$ cat config.mk
export PLATFORM = sky130hd
export DESIGN_NAME = priv_mode_irq_priority
export DESIGN_NICKNAME = d
export VERILOG_FILES = /design/src/rtl/pmi_pkg.sv /design/src/rtl/irq_arbiter.sv /design/src/rtl/mode_guard.sv /design/src/rtl/priv_mode_irq_priority.sv
export SDC_FILE = /design/constraint.sdc
export NUM_CORES = 1
export LEC_CHECK = 0
export ABC_AREA = 0
export BUFFER_PORTS_ARGS = -buffer_cell sky130_fd_sc_hd__buf_2
export CAP_MARGIN = 20
export CORE_MARGIN = 5
export CORE_UTILIZATION = 51
export CTS_CLUSTER_SIZE = 30
export DETAILED_ROUTE_END_ITERATION = 10
export PLACE_DENSITY = 0.77
export SLEW_MARGIN = 10
export SYNTH_ARGS = -nofsm -noshare
export SYNTH_HDL_FRONTEND = slang
export SYNTH_SLANG_ARGS = --single-unit
$ cat constraint.sdc
create_clock -name sys_clk -period 5 [get_ports sys_clk]
set_input_delay 0.25 -clock sys_clk [delete_from_list [all_inputs] [get_ports sys_clk]]
set_output_delay 0.25 -clock sys_clk [all_outputs]
set_load 0.1 [all_outputs]
$ cat src/rtl/pmi_pkg.sv
// Package with constants and types for the mode and interrupt-priority unit
package pmi_pkg;
  localparam int unsigned LVL_W          = 5;
  localparam int unsigned LVL_LARGE      = 32;
  localparam int unsigned LVL_SMALL      = 8;
  localparam int unsigned HW_LVL_LARGE   = 16;
  localparam int unsigned HW_LVL_SMALL   = 4;
  localparam int unsigned ADDR_W         = 32;
  localparam int unsigned CTX_W          = 32;
  localparam int unsigned CTX_WORDS      = 4;
  localparam int unsigned CTX_IDX_W      = 2;
  localparam int unsigned SLOT_W         = 6;
  localparam logic [ADDR_W-1:0] VEC_BASE = 32'h0000_0000;
  localparam logic [ADDR_W-1:0] VEC_EXC  = 32'h0000_0100;
  localparam logic [LVL_W-1:0]  IPL_RST  = 5'h1F;
  localparam logic [CTX_IDX_W-1:0] CTX_LAST = 2'h3;

  typedef enum logic [1:0]
  {
    MODE_KERNEL     = 2'b00,
    MODE_EXECUTIVE  = 2'b01,
    MODE_SUPERVISOR = 2'b10,
    MODE_USER       = 2'b11
  } mode_t;

  typedef enum logic [2:0]
  {
    ST_RUN   = 3'b000,
    ST_VEC   = 3'b001,
    ST_SAVE  = 3'b010,
    ST_LOAD  = 3'b011,
    ST_DONE  = 3'b100
  } state_t;
endpackage : pmi_pkg

$ cat src/rtl/irq_arbiter.sv
// Priority encoder choosing the highest pending interrupt level
`timescale 1ns/100ps
`default_nettype none
module irq_arbiter
(
  input  wire logic [31:0]               pending,
  input  wire logic                      small_cfg,
  output logic                           found,
  output logic [pmi_pkg::LVL_W-1:0]      level
);
  logic [31:0] masked;

  always_comb
  begin
    masked = small_cfg ? (pending & 32'h0000_00FF) : pending;
    found  = 1'b0;
    level  = '0;
    for (int i = 0; i < 32; i++)
    begin
      if (masked[i])
      begin
        found = 1'b1;
        level = pmi_pkg::LVL_W'(i);
      end
    end
  end
endmodule : irq_arbiter
`default_nettype wire

$ cat src/rtl/mode_guard.sv
// Instruction and memory permission check by operating mode
`timescale 1ns/100ps
`default_nettype none
module mode_guard
(
  input  wire logic [1:0] cur_mode,
  input  wire logic       instr_valid,
  input  wire logic       instr_priv,
  input  wire logic       mem_valid,
  input  wire logic       mem_write,
  input  wire logic       mem_own_space,
  input  wire logic [1:0] mem_owner_mode,
  input  wire logic [1:0] mem_prot,
  output logic            priv_fault,
  output logic            mem_fault
);
  logic write_bad;
  logic read_bad;

  always_comb
  begin
    // Only kernel runs privileged instructions; supervisor/user equal
    priv_fault = instr_valid && instr_priv &&
                 (cur_mode != 2'(pmi_pkg::MODE_KERNEL));
    // mem_prot[0] shields reads, mem_prot[1] shields writes
    write_bad  = mem_write && ((cur_mode > mem_owner_mode) && mem_prot[1]);
    read_bad   = !mem_write && ((cur_mode > mem_owner_mode) && mem_prot[0]);
    mem_fault  = mem_valid && (write_bad || read_bad ||
                 (mem_write && (cur_mode == 2'(pmi_pkg::MODE_USER)) && !mem_own_space));
  end
endmodule : mode_guard
`default_nettype wire

$ cat src/rtl/priv_mode_irq_priority.sv
// Mode, interrupt priority, vector dispatch and context switch control
`timescale 1ns/100ps
`default_nettype none
module priv_mode_irq_priority
(
  input  wire logic                           sys_clk,
  input  wire logic                           reset,
  input  wire logic                           small_cfg,
  input  wire logic [15:0]                    hw_irq,
  input  wire logic [15:0]                    sw_irq,
  input  wire logic                           instr_boundary,
  input  wire logic                           exc_req,
  input  wire logic [pmi_pkg::SLOT_W-1:0]     exc_code,
  input  wire logic                           instr_valid,
  input  wire logic                           instr_priv,
  input  wire logic                           rei_req,
  input  wire logic [1:0]                     rei_mode,
  input  wire logic [pmi_pkg::LVL_W-1:0]      rei_level,
  input  wire logic                           rei_isr,
  input  wire logic                           mode_down_req,
  input  wire logic [1:0]                     mode_down,
  input  wire logic                           mem_valid,
  input  wire logic                           mem_write,
  input  wire logic                           mem_own_space,
  input  wire logic [1:0]                     mem_owner_mode,
  input  wire logic [1:0]                     mem_prot,
  input  wire logic                           ctx_req,
  input  wire logic [pmi_pkg::CTX_W-1:0]      ctx_live_word,
  output logic                                mem_rd,
  output logic [pmi_pkg::ADDR_W-1:0]          mem_rd_addr,
  input  wire logic                           mem_rd_ack,
  input  wire logic [pmi_pkg::ADDR_W-1:0]     mem_rd_data,
  output logic                                dispatch_valid,
  output logic [pmi_pkg::ADDR_W-1:0]          dispatch_addr,
  output logic                                ctx_save_valid,
  output logic [pmi_pkg::CTX_IDX_W-1:0]       ctx_index,
  output logic [pmi_pkg::CTX_W-1:0]           ctx_save_word,
  output logic                                ctx_load_valid,
  output logic [pmi_pkg::CTX_W-1:0]           ctx_load_word,
  output logic                                ctx_done,
  output logic                                busy,
  output logic [1:0]                          cur_mode,
  output logic [pmi_pkg::LVL_W-1:0]           cur_level,
  output logic                                isr_context,
  output logic                                priv_fault,
  output logic                                mem_fault
);
  pmi_pkg::state_t                  state_r, state_nxt;
  logic [1:0]                       mode_r, mode_nxt;
  logic [pmi_pkg::LVL_W-1:0]        ipl_r, ipl_nxt;
  logic                             isr_r, isr_nxt;
  logic [pmi_pkg::ADDR_W-1:0]       vaddr_r, vaddr_nxt;
  logic [pmi_pkg::LVL_W-1:0]        plvl_r, plvl_nxt;
  logic                             pirq_r, pirq_nxt;
  logic [pmi_pkg::CTX_IDX_W-1:0]    idx_r, idx_nxt;
  logic                             dv_r, dv_nxt;
  logic [pmi_pkg::ADDR_W-1:0]       da_r, da_nxt;
  logic                             sv_r, sv_nxt;
  logic [pmi_pkg::CTX_W-1:0]        sw_r, sw_nxt;
  logic                             lv_r, lv_nxt;
  logic [pmi_pkg::CTX_W-1:0]        lw_r, lw_nxt;
  logic                             cd_r, cd_nxt;
  logic [pmi_pkg::CTX_IDX_W-1:0]    oi_r, oi_nxt;
  logic                             bank_r, bank_nxt;
  logic [pmi_pkg::CTX_W-1:0]        ctx_mem [2*pmi_pkg::CTX_WORDS];
  logic [31:0]                      pending;
  logic                             irq_found;
  logic [pmi_pkg::LVL_W-1:0]        irq_level;
  logic                             take_irq;
  logic [1:0]                       rei_mode_ok;
  logic                             pf_raw;

  // Large: hardware on 31..16, software on 15..0; small: hardware 7..4, software 3..0
  always_comb
  begin
    if (small_cfg)
      pending = {24'h000000, hw_irq[3:0], sw_irq[3:0]};
    else
      pending = {hw_irq, sw_irq};
  end

  irq_arbiter u_arb
  (
    .pending   (pending),
    .small_cfg (small_cfg),
    .found     (irq_found),
    .level     (irq_level)
  );

  mode_guard u_guard
  (
    .cur_mode       (mode_r),
    .instr_valid    (instr_valid),
    .instr_priv     (instr_priv),
    .mem_valid      (mem_valid),
    .mem_write      (mem_write),
    .mem_own_space  (mem_own_space),
    .mem_owner_mode (mem_owner_mode),
    .mem_prot       (mem_prot),
    .priv_fault     (pf_raw),
    .mem_fault      (mem_fault)
  );

  assign priv_fault = pf_raw;

  // Interrupt accepted at a boundary when strictly above current level
  assign take_irq = (state_r == pmi_pkg::ST_RUN) && instr_boundary && irq_found &&
                    (irq_level > ipl_r);

  // Small configuration folds executive onto supervisor
  always_comb
  begin
    rei_mode_ok = rei_mode;
    if (small_cfg && (rei_mode == 2'(pmi_pkg::MODE_EXECUTIVE)))
      rei_mode_ok = 2'(pmi_pkg::MODE_SUPERVISOR);
  end

  always_comb
  begin
    state_nxt = state_r;
    mode_nxt  = mode_r;
    ipl_nxt   = ipl_r;
    isr_nxt   = isr_r;
    vaddr_nxt = vaddr_r;
    plvl_nxt  = plvl_r;
    pirq_nxt  = pirq_r;
    idx_nxt   = idx_r;
    dv_nxt    = 1'b0;
    da_nxt    = da_r;
    sv_nxt    = 1'b0;
    sw_nxt    = sw_r;
    lv_nxt    = 1'b0;
    lw_nxt    = lw_r;
    cd_nxt    = 1'b0;
    oi_nxt    = oi_r;
    bank_nxt  = bank_r;
    case (state_r)
      pmi_pkg::ST_RUN:
      begin
        if (exc_req || pf_raw)
        begin
          vaddr_nxt = pmi_pkg::VEC_EXC + {24'h000000, exc_code, 2'b00};
          pirq_nxt  = 1'b0;
          state_nxt = pmi_pkg::ST_VEC;
        end
        else if (take_irq)
        begin
          vaddr_nxt = pmi_pkg::VEC_BASE + {25'h0, irq_level, 2'b00};
          plvl_nxt  = irq_level;
          pirq_nxt  = 1'b1;
          state_nxt = pmi_pkg::ST_VEC;
        end
        else if (ctx_req)
        begin
          idx_nxt   = '0;
          state_nxt = pmi_pkg::ST_SAVE;
        end
        else if (rei_req)
        begin
          // Return may only drop privilege or stay level
          if (rei_mode_ok >= mode_r)
            mode_nxt = rei_mode_ok;
          if (rei_level < ipl_r)
            ipl_nxt = rei_level;
          // Staying in service context is only possible from inside it
          isr_nxt = rei_isr && isr_r;
          if (rei_isr && isr_r)
            mode_nxt = 2'(pmi_pkg::MODE_KERNEL);
        end
        else if (mode_down_req && !isr_r && (mode_down >= mode_r))
        begin
          if (small_cfg && (mode_down == 2'(pmi_pkg::MODE_EXECUTIVE)))
            mode_nxt = 2'(pmi_pkg::MODE_SUPERVISOR);
          else
            mode_nxt = mode_down;
        end
      end
      pmi_pkg::ST_VEC:
      begin
        if (mem_rd_ack)
        begin
          dv_nxt    = 1'b1;
          da_nxt    = mem_rd_data;
          mode_nxt  = 2'(pmi_pkg::MODE_KERNEL);
          if (pirq_r)
          begin
            ipl_nxt = plvl_r;
            isr_nxt = 1'b1;
          end
          state_nxt = pmi_pkg::ST_RUN;
        end
      end
      pmi_pkg::ST_SAVE:
      begin
        sv_nxt = 1'b1;
        sw_nxt = ctx_live_word;
        oi_nxt = idx_r;
        idx_nxt = idx_r + 2'h1;
        if (idx_r == pmi_pkg::CTX_LAST)
          state_nxt = pmi_pkg::ST_LOAD;
      end
      pmi_pkg::ST_LOAD:
      begin
        lv_nxt = 1'b1;
        lw_nxt = ctx_mem[{~bank_r, idx_r}];
        oi_nxt = idx_r;
        idx_nxt = idx_r + 2'h1;
        if (idx_r == pmi_pkg::CTX_LAST)
          state_nxt = pmi_pkg::ST_DONE;
      end
      pmi_pkg::ST_DONE:
      begin
        cd_nxt    = 1'b1;
        bank_nxt  = ~bank_r;
        state_nxt = pmi_pkg::ST_RUN;
      end
      default:
      begin
        state_nxt = pmi_pkg::ST_RUN;
      end
    endcase
  end

  always_ff @(posedge sys_clk or posedge reset)
  begin
    if (reset)
    begin
      state_r <= pmi_pkg::ST_RUN;
      mode_r  <= 2'(pmi_pkg::MODE_KERNEL);
      ipl_r   <= pmi_pkg::IPL_RST;
      isr_r   <= 1'b0;
      vaddr_r <= '0;
      plvl_r  <= '0;
      pirq_r  <= 1'b0;
      idx_r   <= '0;
      dv_r    <= 1'b0;
      da_r    <= '0;
      sv_r    <= 1'b0;
      sw_r    <= '0;
      lv_r    <= 1'b0;
      lw_r    <= '0;
      cd_r    <= 1'b0;
      oi_r    <= '0;
      bank_r  <= 1'b0;
    end
    else
    begin
      state_r <= state_nxt;
      mode_r  <= mode_nxt;
      ipl_r   <= ipl_nxt;
      isr_r   <= isr_nxt;
      vaddr_r <= vaddr_nxt;
      plvl_r  <= plvl_nxt;
      pirq_r  <= pirq_nxt;
      idx_r   <= idx_nxt;
      dv_r    <= dv_nxt;
      da_r    <= da_nxt;
      sv_r    <= sv_nxt;
      sw_r    <= sw_nxt;
      lv_r    <= lv_nxt;
      lw_r    <= lw_nxt;
      cd_r    <= cd_nxt;
      oi_r    <= oi_nxt;
      bank_r  <= bank_nxt;
    end
  end

  // Two banks: a switch saves into one and loads what the previous switch saved in the other
  always_ff @(posedge sys_clk)
  begin
    if (state_r == pmi_pkg::ST_SAVE)
      ctx_mem[{bank_r, idx_r}] <= ctx_live_word;
  end

  assign mem_rd         = (state_r == pmi_pkg::ST_VEC);
  assign mem_rd_addr    = vaddr_r;
  assign dispatch_valid = dv_r;
  assign dispatch_addr  = da_r;
  assign ctx_save_valid = sv_r;
  assign ctx_save_word  = sw_r;
  assign ctx_load_valid = lv_r;
  assign ctx_load_word  = lw_r;
  assign ctx_index      = oi_r;
  assign ctx_done       = cd_r;
  assign busy           = (state_r != pmi_pkg::ST_RUN);
  assign cur_mode       = mode_r;
  assign cur_level      = ipl_r;
  assign isr_context    = isr_r;
endmodule : priv_mode_irq_priority
`default_nettype wire

==> results.ini <==
[clock_network]
clk_latency_ns=0.51
numCtsBuffers=38
htreeDepth=2
postCtsResizedCells=0
cts-root-buf=clkbuf_16
clkTransAtPathRegs_ns=0.06
postCtsSetupRepairBufs=0
cts.hold.buffers_added=31
cts.path.max_buffers=3
tritoncts=yes
clock_sinks=385

[floorplan]
ioPinCount=276
die_height_um=187
die_w_um=187
start_util_pct=52.0
coreArea_um2=30700
fp-row-count=64
dieArea_um2=35000

[placement]
numPortBuffers=250
place_congestion=0.882
place_hpwl_um=25700

[cells_and_area]
syn_to_final_growth_pct=20.6
antenna_cells=0
ff_latch_area_um2=10900
fillerInstances=2227
multi_input_area_um2=4690
drive_above_1_share_pct=31.6
final_nets=1581

[synth]
async_flop_share_pct=33.5
netlist_area_um2=16000
yosysTopAreaCellShare_pct=48.1
seq_area_frac_synth_pct=68.3
synthCells=1148
synth_ff_type=edfxtp_1
yosys.area.top_type=edfxtp_1
synth.avg_cell_area_um2=13.9
synth_edf_count=256
ys_types=65
synthTopCellsByCount=edfxtp_1, nand2_1, dfrtp_1
synth.ff_latch_count=385
yosysMostFrequentCell=edfxtp_1
yosys_warnings=0
synth_area_leaders=edfxtp_1, dfrtp_1, mux2_2

[timing]
fin_crit_sh_pct=67.3
slew_headroom_pct=30.8
setup_viol=0
tightestPinTransition_ns=1.03
hold_viol=0
final_max_slew_viol_count=0
rsz0062_at_grt=no
period_minus_slack_ns=3.36
fin_skew_ns=0.0173
fin_setup_tns_ns=0
fmax_ghz=0.297

[global_routing]
grt_pass1_wl_um=61100
grt_overflow=0
grtUsageTotal_pct=22.0
antenna_found_initial=0
grt_max_degree=87
grt_pass1_vias=10700

[critical_path]
path_delay_family=simple AND/OR/NAND/NOR gates
crit_path_max_incr_delay_ns=0.84
crit_arrival_ns=3.54
cp_cell_sequence=nor2b_1 > nand2_2 > buf_4 > nor3_2 > buf_4
timing.critical_path.fanout_max=21
end_kind=flip-flop
crit_type=flip-flop to flip-flop
worstPathBufferInverterCount=2
critical_path_required_ns=5.17
cpMostUsedCell=buf_4
worst_path_max_delay_cell=nor3_2
start_kind=flip-flop

[status]
status=complete, no violations

[run]
maxCapViolCount=0

[min_path]
hp-class=primary input to flip-flop

[drt]
drc=0
detail-route-antenna-nets=0
drtIter0Drc=755
dr.pass1.iters=5
via_per_inst=5.63
via_count=10500
wl_per_cell_um=21.0
wl_um=39100

registers in the layout, indices dropped and copies added, names as in the netlist:
register        cells
bank_r              1
ctx_done            1
ctx_index           2
ctx_load_valid      1
ctx_load_word      32
ctx_mem           256
ctx_save_valid      1
ctx_save_word      32
cur_level           5
cur_mode            2
dispatch_addr      32
dispatch_valid      1
idx_r               2
isr_context         1
mem_rd_addr         7
pirq_r              1
plvl_r              5
state_r             3
logic make-up (layout without fill, tap and decap cells):
family                   Yosys count  after routing  synth area share [%]
flip-flops                       385            385                  68.3
AND/OR/NAND/NOR                  288            288                  8.00
AO/OA/AOI/OAI                    211            211                  8.83
multiplexers                     137            137                  10.3
buffers and inverters            109            401                  3.25
adder cells (fa/ha/maj)           16             16                  1.25
other                              1             25                0.0234
XOR/XNOR                           1              1                0.0548
final timing paths:
check	end	cells after the start	from	slack, ns
min in group asynchronous	ctx_save_word[13]	3	reset	0.43
hold reg to reg	ctx_save_word[13]	2	ctx_save_word[13]	0.47
setup / recovery	ctx_mem[2][28]	5	state_r[1]	1.64
hold / removal	mem_rd_addr[3]	3	exc_code[1]	0.02
max in group asynchronous	ctx_load_word[30]	4	reset	3.51
setup reg to reg	ctx_mem[2][28]	5	state_r[1]	1.64
placed cells by master, fill, tap and decap left out, drive strengths merged, types with 4 or more instances in the layout:
| master | Yosys | routed |
|---|---|---|
| ha | 16 | 16 |
| mux2i | 46 | 46 |
| a31oi | 5 | 5 |
| and2 | 4 | 4 |
| mux2 | 77 | 77 |
| mux4 | 14 | 14 |
| o21ai | 51 | 51 |
| buf | 46 | 273 |
| dfrtp | 124 | 124 |
| a22o | 15 | 15 |
| nor2 | 67 | 67 |
| o22ai | 11 | 11 |
| conb | 1 | 25 |
| inv | 26 | 27 |
| a211oi | 9 | 9 |
| nor4 | 7 | 7 |
| nand2 | 166 | 166 |
| a21oi | 53 | 53 |
| clkinv | 1 | 16 |
| nor3b | 4 | 4 |
| dfstp | 5 | 5 |
| clkbuf | 36 | 50 |
| a221oi | 14 | 14 |
| a22oi | 19 | 19 |
| a21o | 4 | 4 |
| nand3 | 4 | 4 |
| edfxtp | 256 | 256 |
| nor2b | 11 | 11 |
| nor3 | 12 | 12 |
| nand2b | 7 | 7 |
| dlygate4sd3 | 0 | 32 |
worst min-delay path: stages:
cell	delay [ns]
buf_2	0.09
nand2_1	0.06
a31oi_1	0.08
layer usage:
metal,wire [µm],share of wire [%],global-route usage [%]
met1,15800,40,28.5
met2,19300,49,37.4
met3,2700,6.9,4.29
met4,1320,3.4,7.39
met5,0,0,0
layout make-up:
cell class / instances / area share [%]
well taps: 396 / 2.57
multi-input cells: 678 / 24.3
flip-flops and latches: 385 / 56.7
clock inverters: 19 / 0.805
clock buffers: 50 / 5.87
inverters: 27 / 0.552
repair buffers: 305 / 9.17
metrics by stage:
step / utilization [%] / cells / instance area, µm² / setup slack (ns) / hold slack [ns]
detailed placement: 57.4 / 1758 / 17700 / 1.20 / 0.435
global route: 62.7 / 1860 / 19300 / 1.43 / 0.0100
finish: 62.7 / 1860 / 19300 / 1.64 / 0.0158
global placement: 57.4 / 1757 / 17600 / 1.39 / 0.428
CTS: 62.6 / 1858 / 19300 / 1.56 / 0.000734
floorplan: - / 1172 / 16100 / 0.187 / 0.349
Power is not shown: default switching activity piles up to over one toggle a cycle in this logic, so the estimate is an artifact.
